===== config.mk =====
export PLATFORM = sky130hd
export DESIGN_NAME = adcr_ctrl
export DESIGN_NICKNAME = d
export VERILOG_FILES = /design/src/adcr_pkg.sv /design/src/adcr_clk_div.sv /design/src/adcr_input_mux.sv /design/src/adcr_ctrl.sv
export SDC_FILE = /design/constraint.sdc
export NUM_CORES = 1
export LEC_CHECK = 0
export BUFFER_PORTS_ARGS = -buffer_cell sky130_fd_sc_hd__buf_2
export CELL_PAD_IN_SITES_DETAIL_PLACEMENT = 1
export CELL_PAD_IN_SITES_GLOBAL_PLACEMENT = 2
export CORE_MARGIN = 2
export CORE_UTILIZATION = 32
export DETAILED_ROUTE_END_ITERATION = 8
export GPL_TIMING_DRIVEN = 0
export MAX_ROUTING_LAYER = met4
export PLACE_DENSITY_LB_ADDON = 0.1
export SYNTH_ARGS = -nofsm -noshare
export SYNTH_HDL_FRONTEND = slang
export SYNTH_HIERARCHICAL = 1
export SYNTH_SLANG_ARGS = --single-unit
export TNS_END_PERCENT = 1

===== constraint.sdc =====
create_clock -name i_clk -period 2.61 [get_ports i_clk]
set_clock_uncertainty 0.15 [all_clocks]
set_input_delay 0.522 -clock i_clk [delete_from_list [all_inputs] [get_ports i_clk]]
set_output_delay 0.522 -clock i_clk [all_outputs]
set_load 0.02 [all_outputs]

===== src/adcr_pkg.sv =====
// Purpose: constants and types for the converter control and result registers
// Assumes: APB slave, 32-bit data, byte registers in the low bits of each word
// Notes:   all register reset values are zero
//
// Summary of operation
// - a 12-bit conversion result is presented across two 8-bit read-only result bytes.
// - with justify 0 the high byte holds bits 11..4 and the low byte bits 3..0 in its top nibble.
// - with justify 1 the high byte holds bits 11..8 in its low nibble; unused bits read zero.
// - the result bytes keep their contents while the converter is disabled.
// - writing the start bit from 0 to 1 resets the converter and clears the busy flag.
// - writing the start bit from 1 to 0 with the enable bit at 1 begins a conversion and sets the busy flag.
// - the busy flag is read-only and reads 1 only while a conversion runs.
// - the converter enable bit disables the converter at 0 and enables it at 1.
// - the 2-bit channel field routes analog input pin 0 to 3 to the converter.
// - internal select 000 picks the external channel and 101 to 111 pick the amplifier output.
// - when an external and an internal signal are both chosen only the internal one converts.
// - when external and bandgap reference are both chosen only the bandgap is used.
// - a pin set as analog input loses its digital function and its pull-high.
// - the clock rate field divides the system clock by 1 to 128 for codes 000 to 111.
// - internal codes 001-011 and 101-111 add supply or amplifier fractions; others act as 000.
package adcr_pkg;
   // =========================================================
   // register offsets
   localparam logic [7:0] OFS_RESULT_LOW   = 8'h00;
   localparam logic [7:0] OFS_RESULT_HIGH  = 8'h04;
   localparam logic [7:0] OFS_MAIN_CONTROL = 8'h08;
   localparam logic [7:0] OFS_INPUT_CLOCK  = 8'h0c;
   localparam logic [7:0] OFS_REF_AMP      = 8'h10;
   localparam logic [7:0] OFS_PORT_FUNC    = 8'h14;
   // =========================================================
   // reset values
   localparam logic [7:0] RST_MAIN_CONTROL = 8'h00;
   localparam logic [7:0] RST_INPUT_CLOCK  = 8'h00;
   localparam logic [7:0] RST_REF_AMP      = 8'h00;
   localparam logic [7:0] RST_PORT_FUNC    = 8'h00;
   // =========================================================
   // field positions
   localparam int MC_START_BIT   = 7;
   localparam int MC_BUSY_BIT    = 6;
   localparam int MC_ENABLE_BIT  = 5;
   localparam int MC_JUSTIFY_BIT = 4;
   localparam int MC_CHAN_LSB    = 0;
   localparam int ICS_SIG_LSB    = 5;
   localparam int ICS_RATE_LSB   = 0;
   localparam int RAC_AMP_BIT    = 7;
   localparam int RAC_BG_BIT     = 6;
   localparam int RAC_REF_LSB    = 0;
   localparam int REF_VREF_BIT   = 0;
   localparam int REF_BG_BIT     = 1;
   // =========================================================
   // widths and codes
   localparam int RESULT_W  = 12;
   localparam int DIV_CNT_W = 7;
   localparam logic [1:0] REF_SRC_SUPPLY  = 2'h0;
   localparam logic [1:0] REF_SRC_PIN     = 2'h1;
   localparam logic [1:0] REF_SRC_BANDGAP = 2'h2;
   localparam logic [2:0] SIG_EXTERNAL    = 3'h0;
   localparam logic [2:0] SIG_UNUSED      = 3'h4;
   typedef enum logic {ST_IDLE, ST_BUSY} adcr_state_t;
endpackage : adcr_pkg


===== src/adcr_clk_div.sv =====
// Purpose: conversion clock tick from the system clock
// Assumes: tick is one cycle wide, every 2^rate cycles
// Notes:   counter restarts while disabled
`timescale 1ns/1ns
module adcr_clk_div (
   // clock and reset
   input  wire logic       i_clk,
   input  wire logic       i_reset_n,
   // control
   input  wire logic       i_enable,
   input  wire logic [2:0] i_rate,
   // tick
   output logic            o_tick
);
   typedef struct packed {
      logic [adcr_pkg::DIV_CNT_W-1:0] cnt;
      logic                           tick;
   } adcr_div_t;

   adcr_div_t                      s;
   adcr_div_t                      next_s;
   logic [adcr_pkg::DIV_CNT_W-1:0] limit;

   // =========================================================
   // divider
   always_comb begin
      limit = adcr_pkg::DIV_CNT_W'((8'h01 << i_rate) - 8'h01);
      next_s = s;
      if (!i_enable) begin
         next_s.cnt  = '0;
         next_s.tick = 1'b0;
      end else if (s.cnt >= limit) begin
         next_s.cnt  = '0;
         next_s.tick = 1'b1;
      end else begin
         next_s.cnt  = adcr_pkg::DIV_CNT_W'(s.cnt + 7'h01);
         next_s.tick = 1'b0;
      end
   end

   always_ff @(posedge i_clk or negedge i_reset_n) begin
      if (!i_reset_n) begin
         s <= '0;
      end else begin
         s <= next_s;
      end
   end

   assign o_tick = s.tick;

   chk_div_gap: assert property (@(posedge i_clk) disable iff (!i_reset_n)
      o_tick && i_rate == 3'h1 && $stable(i_rate) && i_enable ##1 i_enable
      |-> !o_tick) else $error("divide by two ticked twice in a row");
endmodule : adcr_clk_div


===== src/adcr_input_mux.sv =====
// Purpose: resolves input signal and reference choices for the analog core
// Assumes: selections come from software registers
// Notes:   outputs are registered
`timescale 1ns/1ns
module adcr_input_mux (
   // clock and reset
   input  wire logic       i_clk,
   input  wire logic       i_reset_n,
   // selections
   input  wire logic [2:0] i_sig_sel,
   input  wire logic [1:0] i_chan,
   input  wire logic [3:0] i_ref_sel,
   // resolved routing
   output logic            o_use_internal,
   output logic [2:0]      o_internal_sel,
   output logic [1:0]      o_ext_channel,
   output logic [1:0]      o_ref_src
);
   typedef struct packed {
      logic       use_int;
      logic [2:0] int_sel;
      logic [1:0] chan;
      logic [1:0] ref_src;
   } adcr_mux_t;

   adcr_mux_t s;
   adcr_mux_t next_s;

   // =========================================================
   // routing
   always_comb begin
      next_s      = s;
      next_s.chan = i_chan;
      if (i_sig_sel == adcr_pkg::SIG_EXTERNAL || i_sig_sel == adcr_pkg::SIG_UNUSED) begin
         next_s.use_int = 1'b0;
         next_s.int_sel = adcr_pkg::SIG_EXTERNAL;
      end else begin
         next_s.use_int = 1'b1;
         next_s.int_sel = i_sig_sel;
      end
      if (i_ref_sel[adcr_pkg::REF_BG_BIT]) begin
         next_s.ref_src = adcr_pkg::REF_SRC_BANDGAP;
      end else if (i_ref_sel[adcr_pkg::REF_VREF_BIT]) begin
         next_s.ref_src = adcr_pkg::REF_SRC_PIN;
      end else begin
         next_s.ref_src = adcr_pkg::REF_SRC_SUPPLY;
      end
   end

   always_ff @(posedge i_clk or negedge i_reset_n) begin
      if (!i_reset_n) begin
         s <= '0;
      end else begin
         s <= next_s;
      end
   end

   assign o_use_internal = s.use_int;
   assign o_internal_sel = s.int_sel;
   assign o_ext_channel  = s.chan;
   assign o_ref_src      = s.ref_src;

   chk_internal_wins: assert property (@(posedge i_clk) disable iff (!i_reset_n)
      i_sig_sel[2:0] inside {3'h5, 3'h6, 3'h7} |=> o_use_internal && o_internal_sel == $past(i_sig_sel))
      else $error("amplifier code did not select internal signal");
   chk_bandgap_wins: assert property (@(posedge i_clk) disable iff (!i_reset_n)
      i_ref_sel[adcr_pkg::REF_BG_BIT] |=> o_ref_src == adcr_pkg::REF_SRC_BANDGAP)
      else $error("bandgap reference not preferred");
endmodule : adcr_input_mux


===== src/adcr_ctrl.sv =====
// Purpose: converter control, result registers and APB slave
// Assumes: core pulses i_core_done for one cycle with i_core_result valid
// Notes:   APB answers one cycle after the access phase begins
//
// The APB interface to the registers and the address map were chosen for this implementation.
`timescale 1ns/1ns
module adcr_ctrl (
   // clock and reset
   input  wire logic        i_clk,
   input  wire logic        i_reset_n,
   // apb slave
   input  wire logic        i_psel,
   input  wire logic        i_penable,
   input  wire logic        i_pwrite,
   input  wire logic [7:0]  i_paddr,
   input  wire logic [31:0] i_pwdata,
   output logic [31:0]      o_prdata,
   output logic             o_pready,
   output logic             o_pslverr,
   // converter core
   input  wire logic        i_core_done,
   input  wire logic [11:0] i_core_result,
   output logic             o_core_reset,
   output logic             o_core_start,
   output logic             o_conv_tick,
   output logic             o_converter_enable,
   // analog routing
   output logic             o_use_internal,
   output logic [2:0]       o_internal_sel,
   output logic [1:0]       o_ext_channel,
   output logic [1:0]       o_ref_src,
   output logic             o_amp_enable,
   output logic             o_bandgap_buffer_enable,
   // analog pins
   input  wire logic [3:0]  i_pullup_req,
   output logic [3:0]       o_pin_analog,
   output logic [3:0]       o_pullup_en
);
   typedef struct packed {
      logic                   mc_start;
      logic                   mc_enable;
      logic                   mc_justify;
      logic [1:0]             mc_chan;
      logic [2:0]             sig_sel;
      logic [2:0]             clk_rate;
      logic                   amp_en;
      logic                   bg_en;
      logic [3:0]             ref_sel;
      logic [3:0]             port_fn;
      logic                   busy;
      adcr_pkg::adcr_state_t  fsm;
      logic [7:0]             res_lo;
      logic [7:0]             res_hi;
      logic [31:0]            prdata;
      logic                   pready;
      logic                   pslverr;
      logic                   core_reset;
      logic                   core_start;
      logic [3:0]             pin_analog;
      logic [3:0]             pullup_en;
   } adcr_regs_t;

   adcr_regs_t  s;
   adcr_regs_t  next_s;
   logic        setup_done;
   logic        xfer_done;
   logic        wr_main;
   logic        start_rise;
   logic        start_fall;
   logic        done_take;
   logic [7:0]  rd_byte;

   // =========================================================
   // address decode
   function automatic logic is_mapped(input logic [7:0] addr);
      logic hit;
      hit = 1'b0;
      if (addr == adcr_pkg::OFS_RESULT_LOW) begin
         hit = 1'b1;
      end else if (addr == adcr_pkg::OFS_RESULT_HIGH) begin
         hit = 1'b1;
      end else if (addr == adcr_pkg::OFS_MAIN_CONTROL) begin
         hit = 1'b1;
      end else if (addr == adcr_pkg::OFS_INPUT_CLOCK) begin
         hit = 1'b1;
      end else if (addr == adcr_pkg::OFS_REF_AMP) begin
         hit = 1'b1;
      end else if (addr == adcr_pkg::OFS_PORT_FUNC) begin
         hit = 1'b1;
      end
      return hit;
   endfunction : is_mapped

   function automatic logic is_write_to(input logic [7:0] addr, input logic [7:0] ofs,
                                        input logic done, input logic wr);
      return done && wr && addr == ofs;
   endfunction : is_write_to

   // =========================================================
   // read data
   always_comb begin
      rd_byte = 8'h00;
      if (i_paddr == adcr_pkg::OFS_RESULT_LOW) begin
         rd_byte = s.res_lo;
      end else if (i_paddr == adcr_pkg::OFS_RESULT_HIGH) begin
         rd_byte = s.res_hi;
      end else if (i_paddr == adcr_pkg::OFS_MAIN_CONTROL) begin
         rd_byte = {s.mc_start, s.busy, s.mc_enable, s.mc_justify, 2'h0, s.mc_chan};
      end else if (i_paddr == adcr_pkg::OFS_INPUT_CLOCK) begin
         rd_byte = {s.sig_sel, 2'h0, s.clk_rate};
      end else if (i_paddr == adcr_pkg::OFS_REF_AMP) begin
         rd_byte = {s.amp_en, s.bg_en, 2'h0, s.ref_sel};
      end else if (i_paddr == adcr_pkg::OFS_PORT_FUNC) begin
         rd_byte = {4'h0, s.port_fn};
      end
   end

   // =========================================================
   // next state
   always_comb begin
      next_s     = s;
      setup_done = i_psel && i_penable && !s.pready;
      xfer_done  = i_psel && i_penable && s.pready;
      wr_main    = is_write_to(i_paddr, adcr_pkg::OFS_MAIN_CONTROL, xfer_done, i_pwrite);
      start_rise = wr_main && !s.mc_start && i_pwdata[adcr_pkg::MC_START_BIT];
      start_fall = wr_main && s.mc_start && !i_pwdata[adcr_pkg::MC_START_BIT];
      done_take  = s.fsm == adcr_pkg::ST_BUSY && i_core_done && s.mc_enable && !start_rise;

      // bus answer
      next_s.pready  = setup_done;
      next_s.pslverr = setup_done && !is_mapped(i_paddr);
      next_s.prdata  = (setup_done && !i_pwrite) ? {24'h0, rd_byte} : 32'h0;

      // register writes
      if (wr_main) begin
         next_s.mc_start   = i_pwdata[adcr_pkg::MC_START_BIT];
         next_s.mc_enable  = i_pwdata[adcr_pkg::MC_ENABLE_BIT];
         next_s.mc_justify = i_pwdata[adcr_pkg::MC_JUSTIFY_BIT];
         next_s.mc_chan    = i_pwdata[adcr_pkg::MC_CHAN_LSB +: 2];
      end
      if (is_write_to(i_paddr, adcr_pkg::OFS_INPUT_CLOCK, xfer_done, i_pwrite)) begin
         next_s.sig_sel  = i_pwdata[adcr_pkg::ICS_SIG_LSB +: 3];
         next_s.clk_rate = i_pwdata[adcr_pkg::ICS_RATE_LSB +: 3];
      end
      if (is_write_to(i_paddr, adcr_pkg::OFS_REF_AMP, xfer_done, i_pwrite)) begin
         next_s.amp_en  = i_pwdata[adcr_pkg::RAC_AMP_BIT];
         next_s.bg_en   = i_pwdata[adcr_pkg::RAC_BG_BIT];
         next_s.ref_sel = i_pwdata[adcr_pkg::RAC_REF_LSB +: 4];
      end
      if (is_write_to(i_paddr, adcr_pkg::OFS_PORT_FUNC, xfer_done, i_pwrite)) begin
         next_s.port_fn = i_pwdata[3:0];
      end

      // analog pins
      next_s.pin_analog = s.port_fn;
      next_s.pullup_en  = i_pullup_req & ~s.port_fn;

      // conversion sequence
      next_s.core_reset = start_rise;
      next_s.core_start = 1'b0;
      case (s.fsm)
         adcr_pkg::ST_IDLE: begin
            next_s.busy = 1'b0;
         end
         adcr_pkg::ST_BUSY: begin
            if (done_take) begin
               if (s.mc_justify) begin
                  next_s.res_hi = {4'h0, i_core_result[11:8]};
                  next_s.res_lo = i_core_result[7:0];
               end else begin
                  next_s.res_hi = i_core_result[11:4];
                  next_s.res_lo = {i_core_result[3:0], 4'h0};
               end
               next_s.busy = 1'b0;
               next_s.fsm  = adcr_pkg::ST_IDLE;
            end
         end
         default: begin
            next_s.fsm = adcr_pkg::ST_IDLE;
         end
      endcase
      if (start_rise) begin
         next_s.busy = 1'b0;
         next_s.fsm  = adcr_pkg::ST_IDLE;
      end
      if (start_fall && next_s.mc_enable) begin
         next_s.busy       = 1'b1;
         next_s.fsm        = adcr_pkg::ST_BUSY;
         next_s.core_start = 1'b1;
      end
      if (!next_s.mc_enable) begin
         next_s.busy = 1'b0;
         next_s.fsm  = adcr_pkg::ST_IDLE;
      end
   end

   // =========================================================
   // state register
   always_ff @(posedge i_clk or negedge i_reset_n) begin
      if (!i_reset_n) begin
         s            <= '0;
         s.mc_start   <= adcr_pkg::RST_MAIN_CONTROL[adcr_pkg::MC_START_BIT];
         s.mc_enable  <= adcr_pkg::RST_MAIN_CONTROL[adcr_pkg::MC_ENABLE_BIT];
         s.mc_justify <= adcr_pkg::RST_MAIN_CONTROL[adcr_pkg::MC_JUSTIFY_BIT];
         s.mc_chan    <= adcr_pkg::RST_MAIN_CONTROL[1:0];
         s.sig_sel    <= adcr_pkg::RST_INPUT_CLOCK[7:5];
         s.clk_rate   <= adcr_pkg::RST_INPUT_CLOCK[2:0];
         s.amp_en     <= adcr_pkg::RST_REF_AMP[7];
         s.bg_en      <= adcr_pkg::RST_REF_AMP[6];
         s.ref_sel    <= adcr_pkg::RST_REF_AMP[3:0];
         s.port_fn    <= adcr_pkg::RST_PORT_FUNC[3:0];
         s.fsm        <= adcr_pkg::ST_IDLE;
      end else begin
         s <= next_s;
      end
   end

   // =========================================================
   // submodules
   adcr_clk_div u_clk_div (
      .i_clk     (i_clk),
      .i_reset_n (i_reset_n),
      .i_enable  (s.mc_enable),
      .i_rate    (s.clk_rate),
      .o_tick    (o_conv_tick)
   );

   adcr_input_mux u_input_mux (
      .i_clk          (i_clk),
      .i_reset_n      (i_reset_n),
      .i_sig_sel      (s.sig_sel),
      .i_chan         (s.mc_chan),
      .i_ref_sel      (s.ref_sel),
      .o_use_internal (o_use_internal),
      .o_internal_sel (o_internal_sel),
      .o_ext_channel  (o_ext_channel),
      .o_ref_src      (o_ref_src)
   );

   // =========================================================
   // outputs
   assign o_prdata                = s.prdata;
   assign o_pready                = s.pready;
   assign o_pslverr               = s.pslverr;
   assign o_core_reset            = s.core_reset;
   assign o_core_start            = s.core_start;
   assign o_converter_enable      = s.mc_enable;
   assign o_amp_enable            = s.amp_en;
   assign o_bandgap_buffer_enable = s.bg_en;
   assign o_pin_analog            = s.pin_analog;
   assign o_pullup_en             = s.pullup_en;

   // =========================================================
   // checks
   chk_start_rise_reset: assert property (@(posedge i_clk) disable iff (!i_reset_n)
      start_rise |=> !s.busy && o_core_reset ##1 !o_core_reset)
      else $error("start rise did not reset converter");

   chk_start_fall_busy: assert property (@(posedge i_clk) disable iff (!i_reset_n)
      start_fall && i_pwdata[adcr_pkg::MC_ENABLE_BIT] |=> s.busy && o_core_start
      ##1 !o_core_start) else $error("start fall did not begin conversion");

   chk_busy_readback: assert property (@(posedge i_clk) disable iff (!i_reset_n)
      o_pready && $past(i_paddr) == adcr_pkg::OFS_MAIN_CONTROL && !$past(i_pwrite)
      |-> o_prdata[adcr_pkg::MC_BUSY_BIT] == $past(s.busy))
      else $error("busy flag read back wrong");

   chk_justify_left: assert property (@(posedge i_clk) disable iff (!i_reset_n)
      done_take && !s.mc_justify |=> s.res_hi == $past(i_core_result[11:4])
      && s.res_lo == {$past(i_core_result[3:0]), 4'h0})
      else $error("left justified result wrong");

   chk_justify_right: assert property (@(posedge i_clk) disable iff (!i_reset_n)
      done_take && s.mc_justify |=> s.res_hi == {4'h0, $past(i_core_result[11:8])}
      && s.res_lo == $past(i_core_result[7:0]))
      else $error("right justified result wrong");

   chk_hold_disabled: assert property (@(posedge i_clk) disable iff (!i_reset_n)
      !s.mc_enable |=> $stable(s.res_lo) && $stable(s.res_hi))
      else $error("result changed while disabled");

   chk_disabled_idle: assert property (@(posedge i_clk) disable iff (!i_reset_n)
      !s.mc_enable |-> !s.busy && !o_core_start)
      else $error("busy while converter disabled");

   chk_load_then_idle: assert property (@(posedge i_clk) disable iff (!i_reset_n)
      $fell(s.busy) && !$past(start_rise) && $past(s.mc_enable) && s.mc_enable
      |-> $past(done_take)) else $error("busy cleared without loading result");

   chk_pullup_cut: assert property (@(posedge i_clk) disable iff (!i_reset_n)
      s.port_fn != 4'h0 ##1 $stable(s.port_fn) |-> (o_pullup_en & s.port_fn) == 4'h0
      && o_pin_analog == s.port_fn) else $error("pull-high left on analog pin");

   chk_apb_answer: assert property (@(posedge i_clk) disable iff (!i_reset_n)
      i_psel && i_penable && !o_pready |=> o_pready ##1 !o_pready)
      else $error("apb answer not one cycle");
endmodule : adcr_ctrl


==> flow_metrics.py <==
metrics = {
    "setup_path": {
        "startpoint_type": "flip-flop",
        "reg2reg_depth": 6,
        "crit_type": "flip-flop to flip-flop",
        "cp.required_ns": 2.68,
        "reg2reg_from": "s[73]$_DFFE_PN0P_",
        "rr_endpoint": "u_clk_div/o_tick$_DFF_PN0_",
        "worst-path-max-fanout": 8,
        "endpoint_kind": "flip-flop",
        "arrival_ns": 2.19,
        "regToRegSetupSlack_ns": 0.49,
    },
    "sta": {
        "tightest_slew_ns": 0.839,
        "final-hold-violation-count": 0,
        "holdWs_ns": 0.00430,
        "fin_crit_sh": 0.811,
        "fmax_mhz": 473,
        "fin_crit_ns": 2.12,
        "setup_viol": 0,
        "max_slew_margin": 0.436,
        "layout_setup_ws_ns": 0.494,
        "rsz0062_at_grt": "no",
        "tns_ns": 0,
        "slew_violations": 0,
    },
    "synth": {
        "seq_area_frac_synth": 0.486,
        "synth.avg_cell_area_um2": 11.6,
        "synthFlopType": "dfrtp_1",
        "netlist_instances": 333,
        "synth_edf_count": 0,
        "ys_ff_latch": 75,
        "syn_area_mm2": 0.00386,
        "yosysWarningCount": 6,
        "async_flop_share": 1.00,
        "synthDistinctLibCells": 53,
    },
    "place": {
        "dp_hpwl_mm": 7.02,
        "port_buffers": 67,
        "place_ws_ns": 0.208,
        "routabilityCongestion": 0.709,
        "dp_cells": 571,
    },
    "cts": {
        "cts.sinks": 75,
        "postCtsSetupBuffers": 0,
        "cts.path.max_buffers": 2,
        "clock-root-buffer": "clkbuf_16",
        "cts_inserted_buffers": 9,
        "clk_pin_slew_ns": 0.06,
        "cts_tree": "built",
        "ctsResizeCount": 0,
        "clk_latency_ns": 0.33,
        "hold_buffers": 0,
        "htreeDepth": 3,
    },
    "cells_and_area": {
        "fin_cells": 587,
        "nNetsFinal": 505,
        "seq_area_mm2": 0.00188,
        "drive_gt1_frac": 0.400,
        "multi_input_area_mm2": 0.00163,
        "utilization": 0.401,
        "nFillCells": 1356,
        "area_growth_syn_to_layout_pct": 23.8,
        "diodes": 0,
    },
    "routing": {
        "drcViolationCount": 0,
        "viasPerCell": 4.55,
        "post_drt_wl_per_cell_um": 16.0,
        "ant_nets": 0,
        "routed_wl_mm": 9.41,
        "vias": 2672,
        "drt_pass1_iterations": 4,
        "dr.first_iter.drc_count": 45,
    },
    "power_and_ir_drop": {
        "seq_power_share": 0.449,
        "power.switching_w": 0.000595,
        "max-vdd-ir-drop_mv": 0.266,
        "p_clk_frac": 0.472,
        "p_int_w": 0.00202,
        "pwr_density_cell_mw_per_mm2": 547,
        "pwr-share-comb": 0.079,
        "switching_share": 0.228,
        "cellLeakagePower_nw": 2.46,
    },
    "floorplanning": {
        "top_level_ports": 118,
        "initial_core_util": 0.324,
        "die_h_um": 114,
        "die_area_mm2": 0.0130,
        "core_mm2": 0.0119,
        "dieWidth_um": 114,
        "fp-row-count": 40,
    },
    "global_route": {
        "grt_first_pass_wirelength_mm": 15.1,
        "grt-ovfl-total": 0,
        "grt_use_total": 0.158,
        "grt_pass1_vias": 2803,
        "grt_max_degree": 40,
        "antenna_found_initial": 0,
    },
    "run_status": {
        "run_status": "complete, no violations",
    },
    "min_path": {
        "min_path_type": "input port to async pin",
    },
    "flow_run": {
        "drv_cap": 0,
    },
}
-- synth_stat cells, types with 8 or more instances --
cell | count | area, µm²
inv_1 | 12 | 45.0
clkbuf_1 | 8 | 30.0
mux2_2 | 33 | 372
a21oi_1 | 9 | 45.0
nor2b_1 | 12 | 75.1
ha_1 | 8 | 100
nor2_1 | 18 | 67.6
buf_4 | 40 | 300
mux2i_1 | 14 | 140
dfrtp_1 | 75 | 1880
nand2_1 | 19 | 71.3
-- power by group through the flow --
stage | Sequential [W] | Clock (W) | Combinational (W)
final | 0.00117 | 0.00123 | 0.000207
after global routing | 0.00117 | 0.00131 | 0.000228
after CTS | 0.00117 | 0.00127 | 0.000209
after detailed placement | 0.00119 | 0 | 0.000209
after global placement | 0.00119 | 0 | 0.000202
after floorplan | 0.00120 | 0 | 0.000116
-- worst max-delay path, stage by stage (launching register included) --
cell	delay, ns
dfrtp_1	0.45
or3_1	0.40
ha_1	0.26
nand2b_1	0.15
a211oi_2	0.29
o21ai_0	0.13
and2_1	0.17
-- metal layers --
| metal | routed length, µm | share of wire | track usage |
|---|---|---|---|
| met5 | 0 | 0 | - |
| met4 | 165 | 0.018 | 0.0659 |
| met3 | 416 | 0.044 | 0.0282 |
| met2 | 4410 | 0.47 | 0.244 |
| met1 | 4410 | 0.47 | 0.207 |
-- cell families (layout without fill, tap and decap cells) --
family / Yosys count / count (layout) / synth area share
simple gates: 91 / 91 / 0.143
mux: 53 / 53 / 0.160
fa+ha+maj: 8 / 8 / 0.0259
other cells: 1 / 24 / 0.000972
flops: 75 / 75 / 0.486
buf+inv: 66 / 150 / 0.113
compound gates: 34 / 34 / 0.0590
xor+xnor: 5 / 5 / 0.0114
-- how the worst max path moves through the flow --
| stage | startpoint | depth (start not counted) | end |
|---|---|---|---|
| 5_1_grt | s[73]$_DFFE_PN0P_ | 6 | u_clk_div/o_tick$_DFF_PN0_ |
| 4_1_cts | s[73]$_DFFE_PN0P_ | 6 | u_clk_div/o_tick$_DFF_PN0_ |
| 2_1_floorplan | i_paddr[1] | 4 | next_s[4]$_DFFE_PN0P_ |
| 6_report | s[73]$_DFFE_PN0P_ | 6 | u_clk_div/o_tick$_DFF_PN0_ |
| 3_3_place_gp | i_paddr[1] | 7 | s[57]$_DFFE_PN0P_ |
| 3_5_place_dp | i_paddr[1] | 7 | s[57]$_DFFE_PN0P_ |
-- flip-flops by register name, summed over array words and instances, names as in the netlist --
name / count
o_prdata: 8
o_amp_enable: 1
u_clk_div/o_tick: 1
o_pullup_en: 4
o_pslverr: 1
o_core_reset: 1
s: 32
u_input_mux/o_internal_sel: 3
u_input_mux/o_use_internal: 1
u_input_mux/o_ref_src: 2
next_s: 4
o_core_start: 1
o_bandgap_buffer_enable: 1
o_converter_enable: 1
o_pready: 1
u_input_mux/o_ext_channel: 2
u_clk_div/s: 7
o_pin_analog: 4
-- final cells by class --
| class | count | share of cell area |
|---|---|---|
| Buffer | 54 | 0.0823 |
| Clock buffer | 14 | 0.0532 |
| Clock inverter | 2 | 0.00734 |
| Inverter | 12 | 0.00943 |
| Multi-Input combinational cell | 215 | 0.341 |
| Sequential cell | 75 | 0.393 |
| Tap cell | 147 | 0.0385 |
| Timing Repair Buffer | 68 | 0.0749 |
-- metrics by stage --
| stage | cell area, µm² | total power, W |
|---|---|---|
| 2_1_floorplan | 3950 | 0.00131 |
| 5_1_grt | 4780 | 0.00271 |
| 6_report | 4780 | 0.00261 |
| 3_3_place_gp | 4460 | 0.00140 |
| 4_1_cts | 4780 | 0.00265 |
| 3_5_place_dp | 4490 | 0.00140 |
-- layout by cell type (no fill, tap or decap), types with 2 or more instances in the layout --
master / netlist / routed
mux2i_1: 14 / 14
buf_12: 1 / 2
and4b_1: 2 / 2
nor2b_1: 12 / 12
mux2_2: 33 / 33
conb_1: 1 / 24
nor3_1: 3 / 3
xor2_1: 2 / 2
a21oi_1: 9 / 9
o41ai_1: 2 / 2
clkbuf_16: 0 / 9
xnor2_1: 3 / 3
and4_1: 3 / 3
buf_2: 1 / 67
and3_1: 5 / 5
nor2_1: 18 / 18
buf_6: 3 / 3
a21boi_0: 3 / 3
a211o_1: 3 / 3
nand3b_1: 6 / 6
mux2_4: 4 / 4
o21ai_0: 6 / 6
dfrtp_1: 75 / 75
inv_1: 12 / 12
nand2b_1: 4 / 4
o21a_1: 2 / 2
ha_1: 8 / 8
mux4_2: 2 / 2
nand2_1: 19 / 19
clkbuf_1: 8 / 12
buf_4: 40 / 41
nand4_2: 3 / 3
nand3_1: 5 / 5
(Power assumes the default switching activity.)
